`src/hw/zone_consts.svh`:
```
// offsets, field positions, reset values and widths of the zone controller
`ifndef ZONE_CONSTS_SVH
`define ZONE_CONSTS_SVH
`define ZN_TRK_W 16
`define ZN_CNT_W 16
`define ZN_ZONES 2
`define ZN_ZONE_STRIDE 32'h0000_0020
`define ZN_OFS_ACC 3'h0
`define ZN_OFS_ARR 3'h1
`define ZN_OFS_DEP 3'h2
`define ZN_OFS_CUR1 3'h3
`define ZN_OFS_CUR2 3'h4
`define ZN_OFS_SET1 3'h5
`define ZN_OFS_SET2 3'h6
`define ZN_OFS_REL 3'h7
`define ZN_ADR_CFG 32'h0000_0040
`define ZN_ADR_ISTAT 32'h0000_0044
`define ZN_ADR_IMASK 32'h0000_0048
`define ZN_ACC_BIT 0
`define ZN_CFG_SINGLE 0
`define ZN_CFG_TRAIN 1
`define ZN_CFG_JAMEN 2
`define ZN_CFG_RESET 3'h4
`define ZN_EV_W 6
`define ZN_SYNC_W 36
`endif

```
`src/hw/zone_pkg.sv`:
```
// types shared by the zone controller files
package zone_pkg;
	// gray path: empty -> passing -> held
	typedef enum logic [1:0] {
		ZS_EMPTY = 2'b00,
		ZS_PASS = 2'b01,
		ZS_HOLD = 2'b11
	} zone_state_t;
	typedef logic [15:0] word_t;
endpackage

```
`src/hw/zone_accumulate_release_ctrl.sv`:
```
// two-zone accumulate and release controller with wishbone registers
`timescale 1ns/100ps
`include "zone_consts.svh"
module zone_accumulate_release_ctrl import zone_pkg::*; #(
	parameter int TRK_W = `ZN_TRK_W,
	parameter int CNT_W = `ZN_CNT_W
) (
	input wire logic core_clk,
	input wire logic sys_rst,
	input wire logic wb_cyc_i,
	input wire logic wb_stb_i,
	input wire logic wb_we_i,
	input wire logic [31:0] wb_adr_i,
	input wire logic [3:0] wb_sel_i,
	input wire logic [31:0] wb_dat_i,
	output logic [31:0] wb_dat_o,
	output logic wb_ack_o,
	input wire logic sensorUp,
	input wire logic sensorDn,
	input wire logic downClearIn,
	input wire logic confirmIn,
	input wire logic [TRK_W-1:0] trkIn1,
	input wire logic [TRK_W-1:0] trkIn2,
	output logic motorRunUp,
	output logic motorRunDn,
	output logic confirmOut,
	output logic irq
);
	localparam int NZ = `ZN_ZONES;
	localparam int SW = 4 + 2 * TRK_W;

	// pin synchroniser, three stages
	logic [SW-1:0] sync1_q, sync2_q, sync3_q, pinFilt_q;
	wire [SW-1:0] pinRaw = {trkIn2, trkIn1, confirmIn, downClearIn, sensorDn, sensorUp};
	// a bit moves only once stages two and three agree
	wire [SW-1:0] pinAgree = ~(sync2_q ^ sync3_q);
	always_ff @(posedge core_clk) begin
		if (sys_rst) begin
			sync1_q <= '0;
			sync2_q <= '0;
			sync3_q <= '0;
			pinFilt_q <= '0;
		end else begin
			sync1_q <= pinRaw;
			sync2_q <= sync1_q;
			sync3_q <= sync2_q;
			pinFilt_q <= (sync2_q & pinAgree) | (pinFilt_q & ~pinAgree);
		end
	end
	wire sensUpS = pinFilt_q[0];
	wire sensDnS = pinFilt_q[1];
	wire downClearS = pinFilt_q[2];
	wire confirmS = pinFilt_q[3];
	wire [TRK_W-1:0] trkIn1S = pinFilt_q[4 +: TRK_W];
	wire [TRK_W-1:0] trkIn2S = pinFilt_q[4 + TRK_W +: TRK_W];

	// software state
	logic [NZ-1:0] accum_q;
	logic [TRK_W-1:0] set1_q [NZ];
	logic [TRK_W-1:0] set2_q [NZ];
	logic [2:0] cfg_q;
	logic [`ZN_EV_W-1:0] istat_q, imask_q;
	logic ack_q, irq_q, confirm_q, runDn_q;
	logic [31:0] rdat_q;

	// lane results
	logic [CNT_W-1:0] arrCnt [NZ];
	logic [CNT_W-1:0] depCnt [NZ];
	logic [CNT_W-1:0] relCnt [NZ];
	logic [TRK_W-1:0] cur1 [NZ];
	logic [TRK_W-1:0] cur2 [NZ];
	logic [NZ-1:0] laneRun, laneHeld, evArr, evDep, evRel;

	// bus decode
	wire busReq = wb_cyc_i & wb_stb_i & ~ack_q;
	// a write lands on the edge at which the master sees ack, never earlier
	wire busWr = wb_cyc_i & wb_stb_i & wb_we_i & ack_q;
	wire inZone = (wb_adr_i[31:6] == 26'h0);
	wire zoneSel = wb_adr_i[5];
	wire [2:0] regIdx = wb_adr_i[4:2];
	wire isCfg = (wb_adr_i == `ZN_ADR_CFG);
	wire isIstat = (wb_adr_i == `ZN_ADR_ISTAT);
	wire isImask = (wb_adr_i == `ZN_ADR_IMASK);
	wire lowLanes = wb_sel_i[0] & wb_sel_i[1];

	// decoded write strobe for one zone register
	function automatic logic zoneWr(input logic wr, input logic zoneIn, input logic sel, input logic [2:0] idx,
			input logic [2:0] want, input logic z);
		zoneWr = wr & zoneIn & (sel == z) & (idx == want);
	endfunction

	// mode configuration
	wire singleZone = cfg_q[`ZN_CFG_SINGLE];
	wire trainMode = cfg_q[`ZN_CFG_TRAIN];
	wire jamEnable = cfg_q[`ZN_CFG_JAMEN];
	// confirm waiting only in one-carton mode with jam detect
	wire waitEn = ~trainMode & jamEnable;

	// zone wiring: upstream zone feeds the downstream zone
	// single zone ignores the second sensor
	wire [NZ-1:0] laneSensor = {sensDnS & ~singleZone, sensUpS};
	wire [NZ-1:0] laneDown = {downClearS, singleZone ? downClearS : laneRun[1]};
	wire [NZ-1:0] laneCfm = {confirmS, singleZone ? confirmS : evArr[1]};
	wire [TRK_W-1:0] laneIn1 [NZ];
	wire [TRK_W-1:0] laneIn2 [NZ];
	assign laneIn1[0] = trkIn1S;
	assign laneIn2[0] = trkIn2S;
	assign laneIn1[1] = cur1[0];
	assign laneIn2[1] = cur2[0];

	genvar z;
	generate
		for (z = 0; z < NZ; z++) begin : g_lane
			wire relWr = zoneWr(busWr, inZone, zoneSel, regIdx, `ZN_OFS_REL, 1'(z)) & lowLanes;
			wire setWr = (zoneWr(busWr, inZone, zoneSel, regIdx, `ZN_OFS_SET1, 1'(z))
				| zoneWr(busWr, inZone, zoneSel, regIdx, `ZN_OFS_SET2, 1'(z))) & lowLanes;
			zone_lane #(
				.TRK_W(TRK_W),
				.CNT_W(CNT_W)
			) u_lane (
				.core_clk(core_clk),
				.sys_rst(sys_rst),
				.sensor(laneSensor[z]),
				.downClear(laneDown[z]),
				.confirmIn(laneCfm[z]),
				.waitEn(waitEn),
				.accumOn(accum_q[z]),
				.relWrite(relWr),
				.relValue(wb_dat_i[CNT_W-1:0]),
				.setTrkWrite(setWr),
				.setTrk1(set1_q[z]),
				.setTrk2(set2_q[z]),
				.inTrk1(laneIn1[z]),
				.inTrk2(laneIn2[z]),
				.arrCnt(arrCnt[z]),
				.depCnt(depCnt[z]),
				.relCnt(relCnt[z]),
				.curTrk1(cur1[z]),
				.curTrk2(cur2[z]),
				.run(laneRun[z]),
				.held(laneHeld[z]),
				.evArrive(evArr[z]),
				.evDepart(evDep[z]),
				.evRelease(evRel[z])
			);

			// accumulation bit and set-tracking words
			always_ff @(posedge core_clk) begin
				if (sys_rst) begin
					accum_q[z] <= 1'b0;
					set1_q[z] <= '0;
					set2_q[z] <= '0;
				end else begin
					if (zoneWr(busWr, inZone, zoneSel, regIdx, `ZN_OFS_ACC, 1'(z)) && wb_sel_i[0])
						accum_q[z] <= wb_dat_i[`ZN_ACC_BIT];
					if (zoneWr(busWr, inZone, zoneSel, regIdx, `ZN_OFS_SET1, 1'(z)) && lowLanes)
						set1_q[z] <= wb_dat_i[TRK_W-1:0];
					if (zoneWr(busWr, inZone, zoneSel, regIdx, `ZN_OFS_SET2, 1'(z)) && lowLanes)
						set2_q[z] <= wb_dat_i[TRK_W-1:0];
				end
			end
		end
	endgenerate

	// events of both zones, upstream zone in the low half
	wire [`ZN_EV_W-1:0] evAll = {evRel[1], evDep[1], evArr[1], evRel[0], evDep[0], evArr[0]};
	wire [`ZN_EV_W-1:0] istatClr = (busWr && isIstat && wb_sel_i[0]) ? wb_dat_i[`ZN_EV_W-1:0] : '0;
	// an event in the clearing cycle survives the clear
	wire [`ZN_EV_W-1:0] istat_d = (istat_q & ~istatClr) | evAll;

	// configuration and interrupt registers
	always_ff @(posedge core_clk) begin
		if (sys_rst) begin
			cfg_q <= `ZN_CFG_RESET;
			istat_q <= '0;
			imask_q <= '0;
			irq_q <= 1'b0;
		end else begin
			if (busWr && isCfg && wb_sel_i[0]) cfg_q <= wb_dat_i[2:0];
			if (busWr && isImask && wb_sel_i[0]) imask_q <= wb_dat_i[`ZN_EV_W-1:0];
			istat_q <= istat_d;
			irq_q <= |(istat_d & imask_q);
		end
	end

	// read selection, zone words sit in the low bits
	wire [CNT_W-1:0] rdCnt = (regIdx == `ZN_OFS_ARR) ? arrCnt[zoneSel]
		: (regIdx == `ZN_OFS_DEP) ? depCnt[zoneSel] : relCnt[zoneSel];
	wire [TRK_W-1:0] rdTrk = (regIdx == `ZN_OFS_CUR1) ? cur1[zoneSel]
		: (regIdx == `ZN_OFS_CUR2) ? cur2[zoneSel]
		: (regIdx == `ZN_OFS_SET1) ? set1_q[zoneSel] : set2_q[zoneSel];
	wire idxIsCnt = (regIdx == `ZN_OFS_ARR) | (regIdx == `ZN_OFS_DEP) | (regIdx == `ZN_OFS_REL);
	wire [31:0] rdZone = (regIdx == `ZN_OFS_ACC) ? {30'h0, laneHeld[zoneSel], accum_q[zoneSel]}
		: idxIsCnt ? 32'(rdCnt) : 32'(rdTrk);
	// unmapped addresses answer with zero
	wire [31:0] rdMux = inZone ? rdZone
		: isCfg ? {29'h0, cfg_q}
		: isIstat ? 32'(istat_q)
		: isImask ? 32'(imask_q) : 32'h0000_0000;

	// one-cycle answer to every request
	always_ff @(posedge core_clk) begin
		if (sys_rst) begin
			ack_q <= 1'b0;
			rdat_q <= '0;
		end else begin
			ack_q <= busReq;
			rdat_q <= busReq ? rdMux : 32'h0000_0000;
		end
	end

	// tell the module upstream that a carton landed here
	always_ff @(posedge core_clk) begin
		if (sys_rst) confirm_q <= 1'b0;
		else confirm_q <= evArr[0];
	end

	// second motor from its own flop; single-zone mode keeps it off
	always_ff @(posedge core_clk) begin
		if (sys_rst) runDn_q <= 1'b0;
		else runDn_q <= laneRun[1] & ~singleZone;
	end

	assign wb_ack_o = ack_q;
	assign wb_dat_o = rdat_q;
	assign irq = irq_q;
	assign confirmOut = confirm_q;
	assign motorRunUp = laneRun[0];
	assign motorRunDn = runDn_q;
endmodule

```
`src/hw/zone_lane.sv`:
```
// one conveyor zone: counters, tracking words, hold and release handshake
`timescale 1ns/100ps
`include "zone_consts.svh"
module zone_lane import zone_pkg::*; #(
	parameter int TRK_W = `ZN_TRK_W,
	parameter int CNT_W = `ZN_CNT_W
) (
	input wire logic core_clk,
	input wire logic sys_rst,
	input wire logic sensor,
	input wire logic downClear,
	input wire logic confirmIn,
	input wire logic waitEn,
	input wire logic accumOn,
	input wire logic relWrite,
	input wire logic [CNT_W-1:0] relValue,
	input wire logic setTrkWrite,
	input wire logic [TRK_W-1:0] setTrk1,
	input wire logic [TRK_W-1:0] setTrk2,
	input wire logic [TRK_W-1:0] inTrk1,
	input wire logic [TRK_W-1:0] inTrk2,
	output logic [CNT_W-1:0] arrCnt,
	output logic [CNT_W-1:0] depCnt,
	output logic [CNT_W-1:0] relCnt,
	output logic [TRK_W-1:0] curTrk1,
	output logic [TRK_W-1:0] curTrk2,
	output logic run,
	output logic held,
	output logic evArrive,
	output logic evDepart,
	output logic evRelease
);
	zone_state_t st_q, st_d;
	logic sensPrev_q, accPrev_q, relPend_q, trkPend_q, waitCfm_q;
	logic run_q, evArr_q, evDep_q, evRel_q;
	logic [CNT_W-1:0] arrCnt_q, depCnt_q, relCnt_q;
	logic [TRK_W-1:0] cur1_q, cur2_q;
	wire arrive = sensor & ~sensPrev_q;
	wire depart = ~sensor & sensPrev_q;
	wire accFall = accPrev_q & ~accumOn;
	// only the count plus one is new
	wire relNew = relWrite & (relValue == relCnt_q + CNT_W'(1));
	wire relGo = (st_q == ZS_HOLD) & relPend_q & downClear;
	wire holdWant = accumOn | waitCfm_q;

	// next zone state
	always_comb begin
		st_d = st_q;
		unique case (st_q)
			ZS_EMPTY: begin
				if (arrive) st_d = holdWant ? ZS_HOLD : ZS_PASS;
			end
			ZS_PASS: begin
				if (depart) st_d = ZS_EMPTY;
			end
			ZS_HOLD: begin
				if (depart) st_d = ZS_EMPTY;
				else if (relGo || !holdWant) st_d = ZS_PASS;
			end
			default: st_d = ZS_EMPTY;
		endcase
	end

	// state, edges and motor
	always_ff @(posedge core_clk) begin
		if (sys_rst) begin
			st_q <= ZS_EMPTY;
			sensPrev_q <= 1'b0;
			accPrev_q <= 1'b0;
			run_q <= 1'b0;
		end else begin
			st_q <= st_d;
			sensPrev_q <= sensor;
			accPrev_q <= accumOn;
			run_q <= (st_d == ZS_EMPTY) | ((st_d == ZS_PASS) & downClear);
		end
	end

	// counts differ while occupied; departure catches up
	always_ff @(posedge core_clk) begin
		if (sys_rst) begin
			arrCnt_q <= '0;
			depCnt_q <= '0;
		end else begin
			if (arrive) arrCnt_q <= arrCnt_q + CNT_W'(1);
			if (depart) depCnt_q <= arrCnt_q;
		end
	end

	// release disarms on use or on leaving accumulation; count advances
	always_ff @(posedge core_clk) begin
		if (sys_rst) begin
			relPend_q <= 1'b0;
			relCnt_q <= '0;
		end else begin
			if (relNew) relPend_q <= 1'b1;
			else if (relGo || accFall) relPend_q <= 1'b0;
			if (relGo) relCnt_q <= relCnt_q + CNT_W'(1);
		end
	end

	// new carton data on arrival; set words only through release
	always_ff @(posedge core_clk) begin
		if (sys_rst) begin
			trkPend_q <= 1'b0;
			cur1_q <= '0;
			cur2_q <= '0;
		end else begin
			if (setTrkWrite) trkPend_q <= 1'b1;
			else if (relGo || accFall) trkPend_q <= 1'b0;
			if (arrive) begin
				cur1_q <= inTrk1;
				cur2_q <= inTrk2;
			end else if (relGo && trkPend_q) begin
				cur1_q <= setTrk1;
				cur2_q <= setTrk2;
			end
		end
	end

	// wait for the receiver after a departure; set beats clear
	always_ff @(posedge core_clk) begin
		if (sys_rst) waitCfm_q <= 1'b0;
		else if (depart && waitEn) waitCfm_q <= 1'b1;
		else if (confirmIn || !waitEn) waitCfm_q <= 1'b0;
	end

	// event pulses for the status register
	always_ff @(posedge core_clk) begin
		if (sys_rst) begin
			evArr_q <= 1'b0;
			evDep_q <= 1'b0;
			evRel_q <= 1'b0;
		end else begin
			evArr_q <= arrive;
			evDep_q <= depart;
			evRel_q <= relGo;
		end
	end

	assign arrCnt = arrCnt_q;
	assign depCnt = depCnt_q;
	assign relCnt = relCnt_q;
	assign curTrk1 = cur1_q;
	assign curTrk2 = cur2_q;
	assign run = run_q;
	assign held = (st_q == ZS_HOLD);
	assign evArrive = evArr_q;
	assign evDepart = evDep_q;
	assign evRelease = evRel_q;
endmodule

```
`config.mk`:
```
export PLATFORM = sky130hd
export DESIGN_NAME = zone_accumulate_release_ctrl
export DESIGN_NICKNAME = d
export VERILOG_FILES = /design/src/hw/zone_pkg.sv /design/src/hw/zone_accumulate_release_ctrl.sv /design/src/hw/zone_lane.sv
export VERILOG_INCLUDE_DIRS = /design/src /design/src/hw
export SDC_FILE = /design/constraint.sdc
export NUM_CORES = 1
export LEC_CHECK = 0
export ABC_AREA = 0
export ABC_CLOCK_PERIOD_IN_PS = 8000
export BUFFER_PORTS_ARGS = -buffer_cell sky130_fd_sc_hd__buf_2
export CAP_MARGIN = 20
export CORE_ASPECT_RATIO = 0.6
export CORE_MARGIN = 2
export CORE_UTILIZATION = 55
export CTS_BUF_LIST = sky130_fd_sc_hd__clkbuf_4
export CTS_CLUSTER_DIAMETER = 40
export DETAILED_ROUTE_END_ITERATION = 16
export PLACE_DENSITY = 0.78
export SLEW_MARGIN = 20
export SYNTH_ARGS = -nofsm -noshare
export SYNTH_HDL_FRONTEND = slang
export SYNTH_SLANG_ARGS = --single-unit
```
`constraint.sdc`:
```
create_clock -name core_clk -period 8 [get_ports core_clk]
set_input_delay 1.6 -clock core_clk [delete_from_list [all_inputs] [get_ports core_clk]]
set_output_delay 1.6 -clock core_clk [all_outputs]
set_load 0.01 [all_outputs]
```
==> impl_metrics.prom, run 1 <==
# TYPE chip_impl_metric gauge
chip_impl_metric{name="synth.mux.area_fraction",unit=""} 0.07669
chip_impl_metric{name="rows",unit=""} 51
chip_impl_metric{name="route.detailed.drc",unit=""} 0
chip_impl_metric{name="syn-mean-instance-area",unit="um2"} 9.297
chip_impl_info{name="rr_endpoint",value="g_lane[1].u_lane.arrCnt[14]$_SDFFE_PP0P_"} 1
chip_impl_metric{name="pin_count_of_the_biggest_net_entering_global_routing",unit=""} 100
chip_impl_metric{name="clk-insertion-delay-late",unit="ns"} 0.83
chip_impl_info{name="critical_path_s_slowest_cell",value="sky130_fd_sc_hd__nor3_2"} 1
chip_impl_metric{name="static-leakage-power",unit="nW"} 7.326
chip_impl_metric{name="required",unit="ns"} 8.66
chip_impl_metric{name="timing.reg2reg.setup_slack",unit="ns"} 4.57
chip_impl_info{name="layout.cells.most_common",value="sky130_fd_sc_hd__dfxtp_1"} 1
chip_impl_metric{name="fraction_of_layout_instances_using_a_drive_strength_above_1",unit=""} 0.1619
chip_impl_metric{name="io_pins",unit=""} 146
chip_impl_metric{name="worstPathBufferInverterCount",unit=""} 1
chip_impl_metric{name="cts_post_setup_buffers_inserted",unit=""} 0
chip_impl_metric{name="placed_cells_incl_taps",unit=""} 2404
chip_impl_info{name="path_cells",value="buf_2, nor4_1, nand4_1, nor4_4, nand3_2, nor3_2, and2_1"} 1
chip_impl_metric{name="clock_sinks",unit=""} 427
chip_impl_metric{name="yosys.area_share.xor_xnor",unit=""} 0.04210
chip_impl_metric{name="dieWidth",unit="um"} 239.5
chip_impl_metric{name="design_area",unit="um2"} 20220
chip_impl_info{name="status",value="finished clean"} 1
chip_impl_metric{name="synth-compound-area-share",unit=""} 0.1232
chip_impl_metric{name="grt_util_all_layers",unit=""} 0.2968
chip_impl_info{name="timing.critical_path.max_delay_family",value="simple AND/OR/NAND/NOR gates"} 1
chip_impl_metric{name="die_height",unit="um"} 145.3
chip_impl_metric{name="syn-cell-area",unit="um2"} 18310
chip_impl_metric{name="timing_hold_violations_final",unit=""} 0
chip_impl_info{name="hold_path.startpoint",value="sync1_q[5]$_SDFF_PP0_"} 1
chip_impl_metric{name="grt_antenna_before_repair",unit=""} 6
chip_impl_metric{name="worst-slew-pin-transition",unit="ns"} 1.153
chip_impl_metric{name="slew_violations",unit=""} 0
chip_impl_metric{name="timing.critical_path.arrival",unit="ns"} 4.62
chip_impl_metric{name="final-setup-viol-count",unit=""} 0
chip_impl_metric{name="initial_core_util",unit=""} 0.5614
chip_impl_metric{name="worstSetupPathDepth",unit=""} 7
chip_impl_metric{name="vias",unit=""} 15285
chip_impl_metric{name="h-tree-depth",unit=""} 3
chip_impl_metric{name="globalRoute.totalOverflow",unit=""} 0
chip_impl_metric{name="cap_viol_max_count",unit=""} 0
chip_impl_metric{name="rr_worst_depth",unit=""} 8
chip_impl_metric{name="vdd_drop_max",unit="uV"} 126.0
chip_impl_metric{name="layout.filler_cells",unit=""} 2747
chip_impl_metric{name="violation_count_after_the_first_detailed_route_iteration",unit=""} 1805
chip_impl_metric{name="synth-async-reset-ratio",unit=""} 0
chip_impl_metric{name="finalWorstSetupSlack",unit="ns"} 4.043
chip_impl_info{name="hold_path.class",value="reg2reg"} 1
chip_impl_metric{name="postSynthRegisterBits",unit=""} 427
chip_impl_metric{name="cts_resized",unit=""} 0
chip_impl_metric{name="path_clk_slew",unit="ns"} 0.07
chip_impl_metric{name="detail_route.wirelength",unit="um"} 52050
chip_impl_metric{name="grt_pass1_vias",unit=""} 14162
chip_impl_info{name="timing.critical_path.to_type",value="register"} 1
chip_impl_metric{name="largest_clock_skew_in_the_final_design",unit="ns"} 0.07366
chip_impl_metric{name="critPathMaxFanout",unit=""} 15
chip_impl_metric{name="dpl-instance-area",unit="um2"} 18980
chip_impl_metric{name="postLayoutCoreUtil",unit=""} 0.6202
chip_impl_metric{name="detail_route.vias_per_cell",unit=""} 5.929
chip_impl_info{name="start_kind",value="input port"} 1
chip_impl_metric{name="maxClockFrequency",unit="MHz"} 252.7
chip_impl_metric{name="maxSlewHeadroom",unit=""} 0.2272
chip_impl_metric{name="final.period_utilization",unit=""} 0.4946
chip_impl_info{name="min_to",value="sync2_q[5]$_SDFF_PP0_"} 1
chip_impl_metric{name="ys_seq_area_frac",unit=""} 0.5019
chip_impl_metric{name="synth_warnings",unit=""} 0
chip_impl_info{name="ws_path_type",value="in2reg"} 1
chip_impl_metric{name="power_density",unit="nW/um2"} 206.1
chip_impl_info{name="tritoncts",value="done"} 1
chip_impl_metric{name="detail_route.wl_per_cell",unit="um"} 20.19
chip_impl_info{name="root_buffer",value="sky130_fd_sc_hd__clkbuf_4"} 1
chip_impl_metric{name="synthesized_instance_count",unit=""} 1969
chip_impl_info{name="synth_flop_cell",value="sky130_fd_sc_hd__dfxtp_1"} 1
chip_impl_metric{name="number_of_hold_buffers_added_after_cts",unit=""} 0
chip_impl_info{name="synth_top_family_by_area",value="simple AND/OR/NAND/NOR gates"} 1
chip_impl_info{name="grt_setup_unrepaired",value="false"} 1
chip_impl_metric{name="place.port_buffers",unit=""} 111
chip_impl_metric{name="final-instance-count-excl-fill",unit=""} 2578
chip_impl_info{name="worstSetupStartpoint",value="wb_adr_i[9]"} 1
chip_impl_metric{name="first_pass_iters",unit=""} 6
chip_impl_metric{name="placement.setup.worst_slack",unit="ns"} 3.413
chip_impl_metric{name="timing.final.crit_period",unit="ns"} 3.957
chip_impl_metric{name="routabilityCongestion",unit=""} 0.9579
chip_impl_metric{name="synth_enable_flop_cells",unit=""} 64
chip_impl_metric{name="synth.distinct_cells",unit=""} 69
chip_impl_metric{name="numCtsBuffers",unit=""} 96
chip_impl_info{name="rr_startpoint",value="cfg_q[0]$_SDFFE_PP0P_"} 1
chip_impl_metric{name="core_area",unit="um2"} 32610
chip_impl_metric{name="nNetsFinal",unit=""} 2165
chip_impl_metric{name="synth_simple_gate_area_frac",unit=""} 0.2143
chip_impl_metric{name="slowest_delay",unit="ns"} 1.00
chip_impl_metric{name="grt_first_pass_wirelength",unit="um"} 79340
chip_impl_metric{name="yosys.area_share.adder",unit=""} 0.002734
chip_impl_info{name="most-common-layout-cells",value="sky130_fd_sc_hd__dfxtp_1 (363), sky130_fd_sc_hd__nand2_1 (280), sky130_fd_sc_hd__nor2_1 (191)"} 1
chip_impl_metric{name="clock_path_buffers",unit=""} 3
chip_impl_metric{name="area_overhead_of_the_layout_relative_to_synthesis",unit="%"} 10.47
chip_impl_metric{name="worst_hold_path.num_cells",unit=""} 1
chip_impl_metric{name="area_of_the_die",unit="um2"} 34810
chip_impl_metric{name="tns",unit="ns"} 0
chip_impl_metric{name="ant_nets",unit=""} 0
chip_impl_metric{name="dp.final_hpwl",unit="um"} 34510
[where the power goes]
part	leakage (nW)	total (mW)	internal [mW]	switching, mW
Combinational	3.00	0.215	0.0760	0.139
Sequential	3.59	2.23	2.21	0.0182
Clock	0.738	1.72	0.865	0.858
[worst max-delay path by stage]
| stage | to |
|---|---|
| 2_1_floorplan | set2_q[1][0]$_SDFFCE_PN0P_ |
| 3_3_place_gp | set2_q[0][14]$_SDFFCE_PN0P_ |
| 3_5_place_dp | irq$_SDFF_PP0_ |
| 4_1_cts | irq$_SDFF_PP0_ |
| 5_1_grt | set2_q[1][4]$_SDFFCE_PN0P_ |
| 6_report | set2_q[1][10]$_SDFFCE_PN0P_ |
[per-stage QoR]
step	hold slack (ns)	total power, mW
global route	0.4535	4.331
finish	0.4363	4.167
CTS	0.4383	4.194
global placement	0.4181	2.482
detailed placement	0.4233	2.487
floorplan	0.4138	2.413
[per-layer routing]
metal | global-route usage | vias to the layer above | routed length [um]
met5 | 0 | - | 26
met2 | 0.3951 | 920 | 20980
met4 | 0.1038 | 4 | 1194
met1 | 0.4219 | 7214 | 22110
met3 | 0.1328 | 114 | 7741
li1 | - | 7033 | -
[synth_stat cells, types with 3 or more instances]
master | number | share of area
sky130_fd_sc_hd__nor2_1 | 193 | 0.040
sky130_fd_sc_hd__xnor2_1 | 39 | 0.019
sky130_fd_sc_hd__nand4_1 | 20 | 0.0068
sky130_fd_sc_hd__a21o_1 | 3 | 0.0012
sky130_fd_sc_hd__a211oi_1 | 4 | 0.0016
sky130_fd_sc_hd__a21boi_0 | 6 | 0.0025
sky130_fd_sc_hd__clkbuf_1 | 112 | 0.023
sky130_fd_sc_hd__buf_2 | 13 | 0.0036
sky130_fd_sc_hd__dfxtp_1 | 363 | 0.40
sky130_fd_sc_hd__xor2_1 | 49 | 0.023
sky130_fd_sc_hd__or3_1 | 15 | 0.0051
sky130_fd_sc_hd__mux4_2 | 31 | 0.038
sky130_fd_sc_hd__nor3_1 | 26 | 0.0071
sky130_fd_sc_hd__o22ai_1 | 5 | 0.0017
sky130_fd_sc_hd__mux2_2 | 7 | 0.0043
sky130_fd_sc_hd__a22oi_1 | 10 | 0.0041
sky130_fd_sc_hd__ha_1 | 4 | 0.0027
sky130_fd_sc_hd__nand3_1 | 36 | 0.0098
sky130_fd_sc_hd__a21oi_1 | 111 | 0.030
sky130_fd_sc_hd__o21bai_1 | 4 | 0.0016
sky130_fd_sc_hd__edfxtp_1 | 64 | 0.10
sky130_fd_sc_hd__buf_4 | 17 | 0.0070
sky130_fd_sc_hd__nand2b_1 | 8 | 0.0027
sky130_fd_sc_hd__nor4_1 | 14 | 0.0048
sky130_fd_sc_hd__buf_1 | 16 | 0.0033
sky130_fd_sc_hd__and4_1 | 3 | 0.0014
sky130_fd_sc_hd__o21ai_0 | 117 | 0.032
sky130_fd_sc_hd__o211ai_1 | 16 | 0.0066
sky130_fd_sc_hd__inv_1 | 6 | 0.0012
sky130_fd_sc_hd__and2_1 | 68 | 0.023
sky130_fd_sc_hd__clkbuf_2 | 3 | 0.00082
sky130_fd_sc_hd__a311oi_1 | 65 | 0.031
sky130_fd_sc_hd__nor3b_1 | 4 | 0.0016
sky130_fd_sc_hd__a31oi_1 | 3 | 0.0010
sky130_fd_sc_hd__nand2_1 | 281 | 0.058
sky130_fd_sc_hd__and3_1 | 11 | 0.0038
sky130_fd_sc_hd__nor2b_1 | 119 | 0.041
sky130_fd_sc_hd__mux2i_1 | 60 | 0.033
sky130_fd_sc_hd__o221ai_1 | 3 | 0.0014
[sequential cells by signal, indices dropped and copies added, names as in the netlist, 3 cells and up, named ones only]
signal / flops
imask_q: 6
set2_q: 32
sync1_q: 36
g_lane.u_lane.curTrk2: 32
sync2_q: 36
g_lane.u_lane.relCnt: 32
sync3_q: 36
g_lane.u_lane.arrCnt: 32
wb_dat_o: 16
istat_q: 6
cfg_q: 3
g_lane.u_lane.st_q: 4
g_lane.u_lane.depCnt: 32
g_lane.u_lane.curTrk1: 32
set1_q: 32
[logic make-up (layout without fill, tap and decap cells)]
kind of cell	after synthesis	in the layout
simple gates	819	819
flops	427	427
compound gates	364	364
buf+inv	167	308
mux	99	99
xor+xnor	88	88
fa+ha+maj	4	4
other cells	1	19
[layout make-up]
class	instances	area [um2]	share of cell area
inverters	6	22.52	0.001114
diodes	3	7.507	0.0003712
clock buffers	146	1096	0.05420
repair buffers	131	718.2	0.03551
clock inverters	25	130.1	0.006434
well taps	450	563.0	0.02784
multi-input cells	1390	8497	0.4202
flip-flops and latches	427	9189	0.4544
Note: power is estimated with default switching activity, not from simulation.
==> inputs of run 2 (changes only) <==
--- a/config.mk
+++ b/config.mk
@@ -7,7 +7,7 @@
 export NUM_CORES = 1
 export LEC_CHECK = 0
 export ABC_AREA = 0
-export ABC_CLOCK_PERIOD_IN_PS = 8000
+export ABC_CLOCK_PERIOD_IN_PS = 3800
 export BUFFER_PORTS_ARGS = -buffer_cell sky130_fd_sc_hd__buf_2
 export CAP_MARGIN = 20
 export CORE_ASPECT_RATIO = 0.6
==> constraint.sdc (replaced) <==
create_clock -name core_clk -period 3.8 [get_ports core_clk]
set_input_delay 0.76 -clock core_clk [delete_from_list [all_inputs] [get_ports core_clk]]
set_output_delay 0.76 -clock core_clk [all_outputs]
set_load 0.01 [all_outputs]
==> run 2 against run 1 <==
  * Non-clock buffer count is 18 higher
  * Sequential power grew 110%
  * Critical path depth up 1
  * Flip-flop and latch count unchanged
  * Worst hold slack lost 0.27 ns
  * Combinational power up 110%
  * Clock power is 120% higher
  * Total power up 110%
  * Register-to-register slack got worse by 3.7 ns
  * Critical path type is now reg2reg
==> impl_metrics.prom, run 2 (same netlist as run 1, synthesis figures left out) <==
# TYPE chip_impl_metric gauge
chip_impl_metric{name="clock_path_buffers",unit=""} 3
chip_impl_metric{name="area_overhead_of_the_layout_relative_to_synthesis",unit="%"} 11.64
chip_impl_info{name="most-common-layout-cells",value="sky130_fd_sc_hd__dfxtp_1 (363), sky130_fd_sc_hd__nand2_1 (280), sky130_fd_sc_hd__nor2_1 (192)"} 1
chip_impl_metric{name="grt_pass1_vias",unit=""} 13750
chip_impl_metric{name="largest_clock_skew_in_the_final_design",unit="ns"} 0.05857
chip_impl_metric{name="static-leakage-power",unit="nW"} 7.450
chip_impl_metric{name="detail_route.wirelength",unit="um"} 50920
chip_impl_info{name="start_kind",value="register"} 1
chip_impl_metric{name="power_density",unit="nW/um2"} 433.7
chip_impl_info{name="ws_path_type",value="reg2reg"} 1
chip_impl_metric{name="slowest_delay",unit="ns"} 0.53
chip_impl_info{name="path_cells",value="mux2_2, and2_1, and3_1, nand2_1, nand2_2, buf_4, nor2_1, a311oi_1"} 1
chip_impl_metric{name="violation_count_after_the_first_detailed_route_iteration",unit=""} 1692
chip_impl_metric{name="grt_antenna_before_repair",unit=""} 8
chip_impl_metric{name="cts_resized",unit=""} 0
chip_impl_metric{name="cts_post_setup_buffers_inserted",unit=""} 0
chip_impl_metric{name="number_of_hold_buffers_added_after_cts",unit=""} 0
chip_impl_metric{name="final-setup-viol-count",unit=""} 0
chip_impl_metric{name="finalWorstSetupSlack",unit="ns"} 0.8787
chip_impl_metric{name="area_of_the_die",unit="um2"} 34810
chip_impl_metric{name="fraction_of_layout_instances_using_a_drive_strength_above_1",unit=""} 0.1702
chip_impl_metric{name="path_clk_slew",unit="ns"} 0.07
chip_impl_metric{name="dpl-instance-area",unit="um2"} 19140
chip_impl_metric{name="final.period_utilization",unit=""} 0.7688
chip_impl_metric{name="io_pins",unit=""} 146
chip_impl_metric{name="worst-slew-pin-transition",unit="ns"} 1.052
chip_impl_info{name="rr_startpoint",value="cfg_q[0]$_SDFFE_PP0P_"} 1
chip_impl_metric{name="placement.setup.worst_slack",unit="ns"} 0.5529
chip_impl_metric{name="globalRoute.totalOverflow",unit=""} 0
chip_impl_metric{name="slew_violations",unit=""} 0
chip_impl_metric{name="final.hold.worst_slack",unit="ns"} 0.1631
chip_impl_info{name="worstSetupStartpoint",value="cfg_q[0]$_SDFFE_PP0P_"} 1
chip_impl_metric{name="route.detailed.drc",unit=""} 0
chip_impl_info{name="layout.cells.most_common",value="sky130_fd_sc_hd__dfxtp_1"} 1
chip_impl_metric{name="grt_util_met1",unit=""} 0.4433
chip_impl_metric{name="nNetsFinal",unit=""} 2185
chip_impl_metric{name="design_area",unit="um2"} 20440
chip_impl_metric{name="required",unit="ns"} 4.46
chip_impl_info{name="grt_busiest_layer",value="met1"} 1
chip_impl_metric{name="detail_route.wl_per_cell",unit="um"} 19.55
chip_impl_metric{name="pin_count_of_the_biggest_net_entering_global_routing",unit=""} 174
chip_impl_metric{name="maxSlewHeadroom",unit=""} 0.2956
chip_impl_metric{name="maxClockFrequency",unit="MHz"} 342.3
chip_impl_metric{name="die_height",unit="um"} 145.3
chip_impl_metric{name="grt_first_pass_wirelength",unit="um"} 77750
chip_impl_metric{name="clk-insertion-delay-late",unit="ns"} 0.81
chip_impl_info{name="hold_path.startpoint",value="confirmIn"} 1
chip_impl_metric{name="place.port_buffers",unit=""} 111
chip_impl_metric{name="timing_hold_violations_final",unit=""} 0
chip_impl_info{name="hold_path.class",value="in2reg"} 1
chip_impl_info{name="tritoncts",value="done"} 1
chip_impl_metric{name="vias",unit=""} 15205
chip_impl_info{name="timing.critical_path.to_type",value="register"} 1
chip_impl_metric{name="ant_nets",unit=""} 0
chip_impl_metric{name="cap_viol_max_count",unit=""} 0
chip_impl_metric{name="timing.critical_path.arrival",unit="ns"} 3.58
chip_impl_metric{name="timing.final.crit_period",unit="ns"} 2.921
chip_impl_metric{name="h-tree-depth",unit=""} 3
chip_impl_metric{name="numCtsBuffers",unit=""} 98
chip_impl_metric{name="initial_core_util",unit=""} 0.5614
chip_impl_info{name="critical_path_s_slowest_cell",value="sky130_fd_sc_hd__nand2_2"} 1
chip_impl_metric{name="grt_util_all_layers",unit=""} 0.2905
chip_impl_metric{name="critPathMaxFanout",unit=""} 30
chip_impl_info{name="grt_setup_unrepaired",value="false"} 1
chip_impl_metric{name="vdd_drop_max",unit="uV"} 325.1
chip_impl_metric{name="routabilityCongestion",unit=""} 0.9529
chip_impl_metric{name="dp.final_hpwl",unit="um"} 35320
chip_impl_info{name="root_buffer",value="sky130_fd_sc_hd__clkbuf_4"} 1
chip_impl_metric{name="clock_sinks",unit=""} 427
chip_impl_metric{name="rows",unit=""} 51
chip_impl_metric{name="dieWidth",unit="um"} 239.5
chip_impl_metric{name="first_pass_iters",unit=""} 6
chip_impl_info{name="status",value="finished clean"} 1
chip_impl_metric{name="tns",unit="ns"} 0
chip_impl_metric{name="core_area",unit="um2"} 32610
chip_impl_info{name="biggestRegsByFlops",value="sync1_q: 36 flops, sync2_q: 36 flops, sync3_q: 36 flops"} 1
chip_impl_metric{name="grtUsageMet3",unit=""} 0.09589
chip_impl_metric{name="detail_route.vias_per_cell",unit=""} 5.837
chip_impl_metric{name="groute.layer.met2.usage",unit=""} 0.3817
run 2: cell count changes in the layout (fill, tap and decap cells not counted), moves of 2 or more:
| cell | before | now |
|---|---|---|
| sky130_fd_sc_hd__buf_4 | 21 | 36 |
| sky130_fd_sc_hd__clkbuf_4 | 146 | 151 |
| sky130_fd_sc_hd__clkinv_2 | 1 | 5 |
| sky130_fd_sc_hd__inv_2 | 4 | 0 |
| sky130_fd_sc_hd__buf_12 | 0 | 3 |
| sky130_fd_sc_hd__diode_2 | 3 | 5 |
| sky130_fd_sc_hd__nor3_1 | 24 | 26 |
run 2: cell type report:
class	count	area, um2
Antenna cell	5	12.51
Clock buffer	151	1134
Clock inverter	27	151.4
Fill cell	2678	12170
Inverter	6	22.52
Multi-Input combinational cell	1390	8474
Sequential cell	427	9189
Tap cell	450	563.0
Timing Repair Buffer	149	890.9
run 2: final timing paths:
| kind | to | slack [ns] | cells after the start |
|---|---|---|---|
| max | g_lane[0].u_lane.curTrk1[12]$_SDFFE_PP0P_ | 0.88 | 8 |
| min | sync1_q[3]$_SDFF_PP0_ | 0.16 | 2 |
| max reg2reg | g_lane[0].u_lane.curTrk1[12]$_SDFFE_PP0P_ | 0.88 | 8 |
| min reg2reg | sync2_q[21]$_SDFF_PP0_ | 0.42 | 1 |
run 2: critical path, delay by kind of cell (launching register included):
family	cells	cell delay, ns
simple gates	5	1.45
flops	1	0.51
mux	1	0.23
compound gates	1	0.23
buf+inv	1	0.36
run 2: metrics by stage:
step	power, mW	std cells	utilization
detailed placement	5.239	2422	0.5870
CTS	8.934	2600	0.6264
global route	9.214	2603	0.6266
global placement	5.228	2422	0.5870
finish	8.864	2605	0.6268
floorplan	5.080	1984	-
run 2: power by group:
group	internal, mW	total (mW)	switching (mW)
Clock	1.88	3.72	1.83
Combinational	0.168	0.453	0.284
Sequential	4.66	4.69	0.0372
run 2: routing by layer:
| metal | routed length [um] | vias to the layer above | share of wire |
|---|---|---|---|
| met2 | 19870 | 869 | 0.39 |
| met3 | 7223 | 92 | 0.14 |
| met5 | 0 | - | 0 |
| met1 | 22740 | 7175 | 0.45 |
| li1 | - | 7069 | - |
| met4 | 1081 | 0 | 0.021 |
